===== config.mk =====
export PLATFORM = sky130hd
export DESIGN_NAME = rsm_pin_mux
export DESIGN_NICKNAME = d
export VERILOG_FILES = /design/src/hw/rsm_pin_mux.v /design/src/hw/rsm_strap_capture.v
export VERILOG_INCLUDE_DIRS = /design/src /design/src/hw
export SDC_FILE = /design/constraint.sdc
export NUM_CORES = 1
export LEC_CHECK = 0
export BUFFER_PORTS_ARGS = -buffer_cell sky130_fd_sc_hd__buf_2
export CAP_MARGIN = 20
export CORE_MARGIN = 1.5
export CORE_UTILIZATION = 52
export CTS_BUF_LIST = sky130_fd_sc_hd__clkbuf_16
export DETAILED_ROUTE_END_ITERATION = 12
export PLACE_DENSITY_LB_ADDON = 0.25
export SLEW_MARGIN = 20
export SYNTH_ARGS = -nofsm -noshare
export SYNTH_HDL_FRONTEND = slang
export SYNTH_SLANG_ARGS = --single-unit

===== constraint.sdc =====
create_clock -name pclk -period 2.3 [get_ports pclk]
set_input_delay 0.46 -clock pclk [delete_from_list [all_inputs] [get_ports pclk]]
set_output_delay 0.46 -clock pclk [all_outputs]
set_load 0.01 [all_outputs]

===== src/hw/rsm_defines.vh =====
`ifndef RSM_DEFINES_VH
`define RSM_DEFINES_VH

// register byte offsets
`define RSM_OFF_CTRL    12'h000
`define RSM_OFF_STRAP   12'h004
`define RSM_OFF_PORTA   12'h008
`define RSM_OFF_PORTB   12'h00c
`define RSM_OFF_PORTE   12'h010
`define RSM_OFF_PORTP   12'h014
`define RSM_OFF_WAKE    12'h018
`define RSM_OFF_ANALOG  12'h01c
`define RSM_OFF_PINS    12'h020

// control register fields
`define RSM_CTRL_FREE   0
`define RSM_CTRL_QUEUE  1
`define RSM_CTRL_BCLK   2
`define RSM_CTRL_STRB   3
`define RSM_CTRL_TAG    4

// strap status fields
`define RSM_ST_OSC      0
`define RSM_ST_MODE_SELECT_A     1
`define RSM_ST_MODE_SELECT_B     2

// port p function codes
`define RSM_PFN_GPIO    2'h0
`define RSM_PFN_PWM     2'h1
`define RSM_PFN_SPI     2'h2

// analog config fields
`define RSM_AN_TRIG     0
`define RSM_AN_ANALOG   1
`define RSM_AN_LEVEL    8

// reset values
`define RSM_CTRL_RST    5'h00
`define RSM_PORT_RST    16'h0000
`define RSM_PORTP_RST   19'h00000
`define RSM_ANALOG_RST  2'h0

// bus clock divider: pclk cycles per bus clock half period
`define RSM_BUS_DIV     4

`endif


===== src/hw/rsm_pin_mux.v =====
`timescale 1ns/1ps
`default_nettype none
`include "rsm_defines.vh"

module rsm_pin_mux
#(
  parameter BUS_DIV = `RSM_BUS_DIV
)
(
  // apb
  input  wire        pclk,
  input  wire        presetn,
  input  wire        psel,
  input  wire        penable,
  input  wire        pwrite,
  input  wire [11:0] paddr,
  input  wire [31:0] pwdata,
  output reg  [31:0] prdata,
  output wire        pready,
  output wire        pslverr,
  // port a pins
  input  wire [7:0]  port_a_bits_in,
  output reg  [7:0]  port_a_bits_out,
  output reg  [7:0]  port_a_bits_oe,
  // port b pins
  input  wire [7:0]  port_b_bits_in,
  output reg  [7:0]  port_b_bits_out,
  output reg  [7:0]  port_b_bits_oe,
  // port e pins
  input  wire [7:0]  port_e_in,
  output reg  [7:0]  port_e_out,
  output reg  [7:0]  port_e_oe,
  output wire        osc_pullup_en,
  output wire        mode_pulldown_en,
  // port p pins 2..0
  input  wire [2:0]  port_p_in,
  output reg  [2:0]  port_p_out,
  output reg  [2:0]  port_p_oe,
  // analog port bit 7
  input  wire        analog_port_bit7,
  output reg         analog_bit7_analog_en,
  output reg         converter_ext_trigger,
  // external bus side of the core
  input  wire        ext_addr_phase,
  input  wire [15:0] ext_addr,
  input  wire [15:0] ext_wdata,
  input  wire        ext_data_drive,
  output reg  [15:0] ext_rdata,
  input  wire        cpu_bus_idle,
  input  wire        low_byte_strobe_n,
  output reg         low_half_tag_n,
  input  wire [1:0]  queue_track,
  // peripheral functions for port p
  input  wire [2:0]  pwm_out,
  input  wire [2:0]  serial_port_one_out,
  input  wire [2:0]  serial_port_one_oe,
  output reg  [2:0]  serial_port_one_in,
  output wire        key_wakeup_req,
  // captured configuration
  output wire        osc_colpitts_sel,
  output wire        osc_pierce_sel,
  output wire        mode_select_a,
  output wire        mode_select_b,
  output wire        expanded_mode
);

  ////////////////////////////////////////////////////////////////////////
  // strap capture

  wire osc_type_q;
  wire in_reset;

  rsm_strap_capture u_straps
  (
    .pclk             (pclk),
    .presetn          (presetn),
    .osc_type_strap   (port_e_in[7]),
    .mode_a_pin       (port_e_in[5]),
    .mode_b_pin       (port_e_in[6]),
    .osc_type_q       (osc_type_q),
    .mode_select_a_q  (mode_select_a),
    .mode_select_b_q  (mode_select_b),
    .in_reset         (in_reset),
    .osc_pullup_en    (osc_pullup_en),
    .mode_pulldown_en (mode_pulldown_en)
  );

  assign osc_colpitts_sel = osc_type_q;
  assign osc_pierce_sel   = ~osc_type_q;
  // any non-zero mode selection runs the external bus
  assign expanded_mode    = mode_select_a | mode_select_b;

  ////////////////////////////////////////////////////////////////////////
  // registers

  reg [4:0]  ctrl_q;
  reg [15:0] porta_q;
  reg [15:0] portb_q;
  reg [15:0] porte_q;
  reg [18:0] portp_q;
  reg [2:0]  wake_q;
  reg [1:0]  analog_q;
  reg [2:0]  pin_p_prev_q;

  wire       wr_en;
  wire       rd_setup;
  wire       hit;
  reg [31:0] rd_data;

  function [1:0] pfn;
    input [18:0] cfg;
    input integer idx;
    begin
      pfn = cfg[8+2*idx +: 2];
    end
  endfunction

  assign wr_en    = psel & penable & pwrite & hit;
  assign rd_setup = psel & ~penable;
  assign pready   = psel & penable;
  assign pslverr  = psel & penable & ~hit;

  assign hit = (paddr == `RSM_OFF_CTRL)   || (paddr == `RSM_OFF_STRAP) ||
               (paddr == `RSM_OFF_PORTA)  || (paddr == `RSM_OFF_PORTB) ||
               (paddr == `RSM_OFF_PORTE)  || (paddr == `RSM_OFF_PORTP) ||
               (paddr == `RSM_OFF_WAKE)   || (paddr == `RSM_OFF_ANALOG) ||
               (paddr == `RSM_OFF_PINS);

  always @*
  begin
    rd_data = 32'h00000000;
    case (paddr)
      `RSM_OFF_CTRL:   rd_data = {27'h0000000, ctrl_q};
      `RSM_OFF_STRAP:  rd_data = {29'h00000000, mode_select_b,
                                  mode_select_a, osc_type_q};
      `RSM_OFF_PORTA:  rd_data = {16'h0000, porta_q};
      `RSM_OFF_PORTB:  rd_data = {16'h0000, portb_q};
      `RSM_OFF_PORTE:  rd_data = {16'h0000, porte_q};
      `RSM_OFF_PORTP:  rd_data = {13'h0000, portp_q};
      `RSM_OFF_WAKE:   rd_data = {29'h00000000, wake_q};
      `RSM_OFF_ANALOG: rd_data = {23'h000000, analog_port_bit7,
                                  6'h00, analog_q};
      `RSM_OFF_PINS:   rd_data = {5'h00, port_p_in, port_e_in,
                                  port_b_bits_in, port_a_bits_in};
      default:         rd_data = 32'h00000000;
    endcase
  end

  always @(posedge pclk or negedge presetn)
  begin
    if (!presetn)
    begin
      prdata   <= 32'h00000000;
      ctrl_q   <= `RSM_CTRL_RST;
      porta_q  <= `RSM_PORT_RST;
      portb_q  <= `RSM_PORT_RST;
      porte_q  <= `RSM_PORT_RST;
      portp_q  <= `RSM_PORTP_RST;
      analog_q <= `RSM_ANALOG_RST;
    end
    else
    begin
      if (rd_setup)
        prdata <= rd_data;
      if (wr_en)
      begin
        case (paddr)
          `RSM_OFF_CTRL:   ctrl_q   <= pwdata[4:0];
          `RSM_OFF_PORTA:  porta_q  <= pwdata[15:0];
          `RSM_OFF_PORTB:  portb_q  <= pwdata[15:0];
          `RSM_OFF_PORTE:  porte_q  <= pwdata[15:0];
          `RSM_OFF_PORTP:  portp_q  <= pwdata[18:0];
          `RSM_OFF_ANALOG: analog_q <= pwdata[1:0];
          default:         ctrl_q   <= ctrl_q;
        endcase
      end
    end
  end

  ////////////////////////////////////////////////////////////////////////
  // key wakeup: falling edge on an enabled gpio input pin sets a sticky flag

  reg [2:0] wake_set;
  reg [2:0] wake_clr;
  integer   k;

  always @*
  begin
    wake_set = 3'h0;
    wake_clr = 3'h0;
    for (k = 0; k < 3; k = k + 1)
    begin
      wake_set[k] = portp_q[16+k] & pin_p_prev_q[k] & ~port_p_in[k] &
                    (pfn(portp_q, k) == `RSM_PFN_GPIO) & ~portp_q[3+k];
      wake_clr[k] = wr_en & (paddr == `RSM_OFF_WAKE) & pwdata[k];
    end
  end

  always @(posedge pclk or negedge presetn)
  begin
    if (!presetn)
    begin
      wake_q       <= 3'h0;
      pin_p_prev_q <= 3'h7;
    end
    else
    begin
      pin_p_prev_q <= port_p_in;
      wake_q       <= (wake_q & ~wake_clr) | wake_set;
    end
  end

  assign key_wakeup_req = |wake_q;

  ////////////////////////////////////////////////////////////////////////
  // bus clock divider

  reg [7:0] div_cnt_q;
  reg       bus_clk_q;
  wire      div_tick;

  assign div_tick = (div_cnt_q == BUS_DIV[7:0] - 8'h01);

  always @(posedge pclk or negedge presetn)
  begin
    if (!presetn)
    begin
      div_cnt_q <= 8'h00;
      bus_clk_q <= 1'b0;
    end
    else if (div_tick)
    begin
      div_cnt_q <= 8'h00;
      bus_clk_q <= ~bus_clk_q;
    end
    else
      div_cnt_q <= div_cnt_q + 8'h01;
  end

  ////////////////////////////////////////////////////////////////////////
  // pin multiplexing

  reg [7:0]  pa_d;
  reg [7:0]  pa_oe_d;
  reg [7:0]  pb_d;
  reg [7:0]  pb_oe_d;
  reg [7:0]  pe_d;
  reg [7:0]  pe_oe_d;
  reg [2:0]  pp_d;
  reg [2:0]  pp_oe_d;
  integer    j;

  always @*
  begin
    pa_d    = porta_q[7:0];
    pa_oe_d = porta_q[15:8];
    pb_d    = portb_q[7:0];
    pb_oe_d = portb_q[15:8];
    if (expanded_mode)
    begin
      pa_d    = ext_addr_phase ? ext_addr[15:8] : ext_wdata[15:8];
      pb_d    = ext_addr_phase ? ext_addr[7:0] : ext_wdata[7:0];
      pa_oe_d = {8{ext_addr_phase | ext_data_drive}};
      pb_oe_d = {8{ext_addr_phase | ext_data_drive}};
    end

    pe_d    = porte_q[7:0];
    pe_oe_d = porte_q[15:8];
    if (expanded_mode && ctrl_q[`RSM_CTRL_FREE])
    begin
      pe_d[7]    = cpu_bus_idle;
      pe_oe_d[7] = 1'b1;
    end
    if (ctrl_q[`RSM_CTRL_QUEUE])
    begin
      pe_d[6]    = queue_track[1];
      pe_d[5]    = queue_track[0];
      pe_oe_d[6] = 1'b1;
      pe_oe_d[5] = 1'b1;
    end
    if (ctrl_q[`RSM_CTRL_BCLK])
    begin
      pe_d[4]    = bus_clk_q;
      pe_oe_d[4] = 1'b1;
    end
    if (expanded_mode && ctrl_q[`RSM_CTRL_TAG])
      pe_oe_d[3] = 1'b0;
    else if (expanded_mode && ctrl_q[`RSM_CTRL_STRB])
    begin
      pe_d[3]    = low_byte_strobe_n;
      pe_oe_d[3] = 1'b1;
    end
    // straps must see the board level, not a driven one
    if (in_reset)
      pe_oe_d = 8'h00;

    pp_d    = portp_q[2:0];
    pp_oe_d = portp_q[5:3];
    for (j = 0; j < 3; j = j + 1)
    begin
      case (pfn(portp_q, j))
        `RSM_PFN_PWM:
        begin
          pp_d[j]    = pwm_out[j];
          pp_oe_d[j] = 1'b1;
        end
        `RSM_PFN_SPI:
        begin
          pp_d[j]    = serial_port_one_out[j];
          pp_oe_d[j] = serial_port_one_oe[j];
        end
        default:
        begin
          pp_d[j]    = portp_q[j];
          pp_oe_d[j] = portp_q[3+j];
        end
      endcase
    end
  end

  always @(posedge pclk or negedge presetn)
  begin
    if (!presetn)
    begin
      port_a_bits_out       <= 8'h00;
      port_a_bits_oe        <= 8'h00;
      port_b_bits_out       <= 8'h00;
      port_b_bits_oe        <= 8'h00;
      port_e_out            <= 8'h00;
      port_e_oe             <= 8'h00;
      port_p_out            <= 3'h0;
      port_p_oe             <= 3'h0;
      ext_rdata             <= 16'h0000;
      low_half_tag_n        <= 1'b1;
      serial_port_one_in    <= 3'h0;
      analog_bit7_analog_en <= 1'b0;
      converter_ext_trigger <= 1'b0;
    end
    else
    begin
      port_a_bits_out    <= pa_d;
      port_a_bits_oe     <= pa_oe_d;
      port_b_bits_out    <= pb_d;
      port_b_bits_oe     <= pb_oe_d;
      port_e_out         <= pe_d;
      port_e_oe          <= pe_oe_d;
      port_p_out         <= pp_d;
      port_p_oe          <= pp_oe_d;
      ext_rdata          <= {port_a_bits_in, port_b_bits_in};
      low_half_tag_n     <= ~(expanded_mode & ctrl_q[`RSM_CTRL_TAG]) |
                            port_e_in[3];
      serial_port_one_in <= port_p_in;
      analog_bit7_analog_en <= analog_q[`RSM_AN_ANALOG];
      converter_ext_trigger <= analog_q[`RSM_AN_TRIG] &
                               analog_port_bit7;
    end
  end

endmodule // rsm_pin_mux

`default_nettype wire


===== src/hw/rsm_strap_capture.v =====
`timescale 1ns/1ps
`default_nettype none

module rsm_strap_capture
(
  // clock and reset
  input  wire       pclk,
  input  wire       presetn,
  // strap pins
  input  wire       osc_type_strap,
  input  wire       mode_a_pin,
  input  wire       mode_b_pin,
  // captured configuration
  output reg        osc_type_q,
  output reg        mode_select_a_q,
  output reg        mode_select_b_q,
  output wire       in_reset,
  // pull devices
  output wire       osc_pullup_en,
  output wire       mode_pulldown_en
);

  reg in_reset_q;

  assign in_reset         = in_reset_q;
  assign osc_pullup_en    = in_reset_q;
  assign mode_pulldown_en = in_reset_q;

  // straps are caught at the first edge after reset release
  always @(posedge pclk or negedge presetn)
  begin
    if (!presetn)
    begin
      in_reset_q      <= 1'b1;
      osc_type_q      <= 1'b1;
      mode_select_a_q <= 1'b0;
      mode_select_b_q <= 1'b0;
    end
    else if (in_reset_q)
    begin
      in_reset_q      <= 1'b0;
      osc_type_q      <= osc_type_strap;
      mode_select_b_q <= mode_b_pin;
      mode_select_a_q <= mode_a_pin;
    end
  end

endmodule // rsm_strap_capture

`default_nettype wire


# [Yosys cells after proc, flatten, opt, wreduce, memory -nomap -nowiden]
# Cells that the tools add are included.
[word_totals] ff_bits=201 in_bits=124 output_inout_bits=118
[classes] n_eq_ne=15 n_mux=25 bitwise=40 addsub=1 n_reduce_logical=22
[ops] op="case mux 27 bit (9 select lines)" n=1
[ops] op="2-to-1 mux 8 bit" n=8
[ops] op="== test 12 x 5 -> 1 bit (second input constant)" n=4
[ops] op="== test 12 x 4 -> 1 bit (second input constant)" n=2
[ops] op="bitwise AND 1 bit" n=23
[ops] op="== test 12 x 3 -> 1 bit (second input constant)" n=1
[ops] op="== test 12 x 6 -> 1 bit (second input constant)" n=1
[ops] op="logical NOT 12 bit" n=1
[ops] op="case mux 1 bit (2 select lines)" n=6
[ops] op="AND reduction 2 bit" n=6
[ops] op="inverter 1 bit" n=11
[ops] op="adder 8 x 1 -> 8 bit (second input constant)" n=1
[ops] op="== test 8 x 2 -> 1 bit (second input constant)" n=1
[ops] op="logical OR 1 bit" n=8
[ops] op="2-to-1 mux 1 bit" n=8
[ops] op="== test 2 x 1 -> 1 bit (second input constant)" n=3
[ops] op="== test 2 bit (second input constant)" n=3
[ops] op="logical NOT 2 bit" n=3
[ops] op="2-to-1 mux 2 bit" n=2
[ops] op="bitwise AND 3 bit" n=1
[ops] op="logical AND 1 bit" n=3
[ops] op="inverter 3 bit" n=1
[ops] op="bitwise OR 1 bit" n=3
[ops] op="bitwise OR 3 bit" n=1
[ops] op="OR reduction 3 bit" n=1

# [Logic depth before layout (Yosys ltp)]
[depth] depth_word=15 mapped_depth=8 depth_no_buf=5

# [Modules after synthesis]
# Synthesis repeated with hierarchy kept, for this count alone.
[hier_totals] hier_cells=657 hier_area_um2=8361.8
[by_module_without_submodules] module="rsm_pin_mux" n_inst=1 area_per_inst_um2=8206.6 cells_each=647
[by_module_without_submodules] module="rsm_strap_capture" n_inst=1 area_per_inst_um2=155.1 cells_each=10

# [Worst setup path before layout]
# Ideal clock, no wire load.
[synth_path] path_type="input port to output port" start="input paddr[7]" end="output pslverr" cell_stages=7 path_buffers=3 slack_ns=0.279 arrival_ns=1.561 cell_sequence="nor4_2 -> and2_1 -> buf_4 -> and3_1 -> buf_4 -> buf_4 -> nor2b_1"
[synth_between] elab_chain_len=11 elab_cells_between_ends=19 cone_classes="eq/ne: 8; bitwise: 2; reduce/logical: 9"
[synth_lines] element="start: declaration" line_no="rsm_pin_mux.v:16" text="input wire [11:0] paddr,"
[synth_lines] element="== test 12 x 3 -> 1 bit / logical NOT 12 bit (equally long branches)"
[synth_lines] element="logical OR 1 bit (7 in series)" line_no="rsm_pin_mux.v:123" text="assign hit = (paddr == `RSM_OFF_CTRL) || (paddr == `RSM_OFF_STRAP) ||"
[synth_lines] element="logical OR 1 bit *" line_no="rsm_pin_mux.v:123"
[synth_lines] element="inverter 1 bit *" line_no="rsm_pin_mux.v:121" text="assign pslverr = psel & penable & ~hit;"
[synth_lines] element="bitwise AND 1 bit *" line_no="rsm_pin_mux.v:121"
[synth_lines] element="end: declaration" line_no="rsm_pin_mux.v:20" text="output wire pslverr,"
# Mark *: on every way between the ends. The rest lies on a longest branch, timed or not.

# [Worst setup path in the final report]
# Same ends and word-level chain as after synthesis.

==> Implementation_results.wiki <==
{| class="wikitable"
! Metric !! Value
|-
| Run status || complete, no violations
|-
| H-tree depth || 4
|-
| CTS tree || yes
|-
| Data arrival time at the worst-slack endpoint || 1.75 ns
|-
| Worst supply voltage drop on vdd || 532 uV
|-
| Mean cell area of the mapped netlist || 11.7 um2
|-
| Worst hold-check path type || in -> async
|-
| Max Clock Freq || 0.453 GHz
|-
| Leakage dissipation || between 5 and 6 nW
|-
| Cells after Synth || 704
|-
| Overall die height || 129 um
|-
| Final GP Congestion || 0.931
|-
| HPWL after detailed placement || 17.2 mm
|-
| Power density over the cells || 679 nW/um2
|-
| Via density per instance || roughly 5.6
|-
| Worst-case hold slack || 0.0258 ns
|-
| Total chip power || between 7 and 8 mW
|-
| Transition time of the tightest slew-check pin || 0.745 ns
|-
| Number of placed I/O pins || 242
|-
| Setup violation total in the final timing report || 0
|-
| Maximum number of pins on one net before global-route repair || 65
|-
| Count of nets after finishing || between 1000 and 1500
|-
| Worst slew margin || around half
|-
| FILL cells || 1192
|-
| Final Max Tran Viols || 0
|-
| Flip-flop cell with the highest count after synthesis || sky130_fd_sc_hd__dfrtp_1
|-
| Proportion of layout cells with a drive suffix above 1 || a little over a third
|-
| Final-layout setup total negative slack || 0 ns
|-
| Worst path required time || 1.84 ns
|-
| Total routed wirelength || 23.1 mm
|-
| Post-Layout Inst Area || 10400 um2
|-
| Clock sink count || ~200
|-
| Wire per inst || 19.7 um
|-
| CTS buffer count || 17
|-
| Total vias in the final route || 6526
|-
| Critical-path maximum fanout || 3
|-
| Clock-pin slew on the worst setup and hold paths || roughly 0.070 ns
|-
| Count of synthesis-stage warnings from yosys || 0
|-
| Initial antenna violation count || 3
|-
| Element type at the critical path end || output port
|-
| Root buffer cell || sky130_fd_sc_hd__clkbuf_16
|-
| Worst setup path class || in -> out
|-
| Post-synthesis async set-or-reset flop share || 100%
|-
| Period Utilization, post-route || between 90% and 100%
|-
| First drt pass iteration count || 7
|-
| Post-layout min period || 2.21 ns
|-
| Max cap viols || 0
|-
| Register bit count reported by yosys || 196
|-
| Final hold violation count || 0
|-
| Core ar. || 15400 um2
|-
| Overall die area || between 15000 and 20000 um2
|-
| Die span in x || around 130 um
|-
| Total cell area at the placement stage || 9790 um2
|-
| Synth-to-layout area growth || 25.4%
|-
| Synth Cell Area || around 8300 um2
|-
| Initial Util || 53.8%
|-
| Iter 0 DRT Violations || 640
|-
| Maximum clock insertion buffer count || 2
|-
| Site Rows || 45
|-
| # port buffers || between 200 and 250
|-
| Post-synth EDFFs || 0
|-
| Via count of the first global-routing pass || 6302
|-
| Antenna Nets Post-Route || 0
|-
| Crit path launch type || primary input
|-
| Sequential-to-total area share from yosys stat || 59.4%
|-
| Global-route wire length before repair || 35.0 mm
|-
| Clock latency at the later pin of the worst-skew pair || around 0.43 ns
|-
| Total Routing Usage GR || 28.6%
|-
| Worst setup skew after layout || 0.00619 ns
|-
| Count of cell types in the netlist || between 50 and 60
|-
| Unrepaired setup endpoints after global routing || false
|-
| Remaining DRCs || 0
|-
| Residual overflow from global routing || 0
|}
state kept, by name (all words and copies together) (netlist names), 16 cells and up:
| name | cells |
|---|---|
| porte_q | 16 |
| pfn.cfg | 19 |
| portb_q | 16 |
| prdata | 27 |
| ext_rdata | 16 |
| porta_q | 16 |
cell type report:
cell class                      count  area, um2  area share [%]
Multi-Input combinational cell    453       3060            29.5
Timing Repair Buffer              267       1510            14.6
Clock buffer                       17        425            4.10
Antenna cell                        3       7.51          0.0724
Tap cell                          211        264            2.55
Sequential cell                   196       4910            47.4
Inverter                           13       48.8           0.471
Clock inverter                     15        136            1.32
repair_timing:
| item | in CTS | in global routing |
|---|---|---|
| gates resized for setup | 0 | 1 |
| buffers inserted | 0 | 0 |
| endpoints found under the setup margin | 0 | 1 |
| hold buffers | 0 | 0 |
metal layers:
metal	vias up	track usage, %	wire (um)
met5	-	0	0
met4	0	10.2	567
met3	44	6.07	1430
met2	259	47.5	11500
met1	3245	37.4	9680
li1	2978	-	-
stage by stage:
stage,setup slack [ns],util [%],std cells
after floorplan,0.279,-,709
after global placement,0.0342,63.7,1140
after detailed placement,0.0462,63.7,1140
after CTS,0.0927,67.3,1172
after global routing,0.0485,67.4,1173
final,0.0908,67.4,1175
power by group:
| group | total [mW] | internal [mW] | switching [mW] | leakage (nW) |
|---|---|---|---|---|
| Sequential | 3.58 | 3.55 | 0.0350 | 2.56 |
| Combinational | 0.633 | 0.249 | 0.384 | 2.33 |
| Clock | 2.82 | 1.50 | 1.32 | 0.271 |
kinds of logic after synthesis:
| kind of cell | after synthesis | synth area share (%) |
|---|---|---|
| DFF | 196 | 59.4 |
| and+or+nand+nor | 191 | 11.6 |
| AOI/OAI and AO/OA | 166 | 13.2 |
| muxes | 73 | 9.57 |
| buffers and inverters | 60 | 3.89 |
| adders and majority gates | 10 | 1.51 |
| xor gates and xnor gates | 7 | 0.742 |
| other | 1 | 0.0454 |
Yosys cell counts, types with 11 or more instances:
| library cell | instances | area (um2) |
|---|---|---|
| sky130_fd_sc_hd__buf_2 | 17 | 85.1 |
| sky130_fd_sc_hd__o21ai_1 | 49 | 245 |
| sky130_fd_sc_hd__a22oi_1 | 15 | 113 |
| sky130_fd_sc_hd__mux2_2 | 28 | 315 |
| sky130_fd_sc_hd__nand3_1 | 15 | 75.1 |
| sky130_fd_sc_hd__nand2_1 | 96 | 360 |
| sky130_fd_sc_hd__inv_1 | 13 | 48.8 |
| sky130_fd_sc_hd__mux2_1 | 20 | 225 |
| sky130_fd_sc_hd__buf_4 | 14 | 105 |
| sky130_fd_sc_hd__nor2_1 | 26 | 97.6 |
| sky130_fd_sc_hd__dfrtp_1 | 190 | 4750 |
| sky130_fd_sc_hd__a21o_1 | 16 | 120 |
| sky130_fd_sc_hd__o21ai_0 | 27 | 135 |
| sky130_fd_sc_hd__a22o_1 | 13 | 114 |
| sky130_fd_sc_hd__clkbuf_1 | 13 | 48.8 |
| sky130_fd_sc_hd__mux2i_1 | 25 | 250 |
| sky130_fd_sc_hd__a21oi_1 | 12 | 60.1 |
| sky130_fd_sc_hd__a221oi_1 | 11 | 96.3 |
path summary, 6_finish.rpt:
kind / endpoint / depth (start not counted) / slack [ns] / startpoint
max in group asynchronous: pin_p_prev_q[2] / 2 / 1.57 / presetn
min reg2reg: analog_bit7_analog_en / 0 / 0.42 / analog_q[1]
min in group pclk: pin_p_prev_q[1] / 1 / 0.16 / port_p_in[1]
max: pslverr / 6 / 0.09 / paddr[7]
min: prdata[22] / 1 / 0.03 / presetn
max reg2reg: prdata[0] / 5 / 0.63 / ctrl_q[0]
worst max-delay path, cell delays in order:
cell,delay [ns]
sky130_fd_sc_hd__buf_2,0.10
sky130_fd_sc_hd__nor4_2,0.47
sky130_fd_sc_hd__and2_1,0.21
sky130_fd_sc_hd__and3_1,0.30
sky130_fd_sc_hd__nor2b_1,0.07
sky130_fd_sc_hd__buf_2,0.14
layout by cell type, fill, tap and decap left out, types with 13 or more instances in the layout:
cell,count
sky130_fd_sc_hd__a21o_1,16
sky130_fd_sc_hd__nand3_1,15
sky130_fd_sc_hd__dfrtp_1,190
sky130_fd_sc_hd__a22o_1,13
sky130_fd_sc_hd__nand2_1,96
sky130_fd_sc_hd__mux2i_1,25
sky130_fd_sc_hd__buf_4,39
sky130_fd_sc_hd__inv_1,14
sky130_fd_sc_hd__nor2_1,24
sky130_fd_sc_hd__clkbuf_16,17
sky130_fd_sc_hd__buf_2,222
sky130_fd_sc_hd__mux2_2,28
sky130_fd_sc_hd__o21ai_1,49
sky130_fd_sc_hd__mux2_1,20
sky130_fd_sc_hd__o21ai_0,27
sky130_fd_sc_hd__a22oi_1,15
Power figures use the tool's default switching activity.
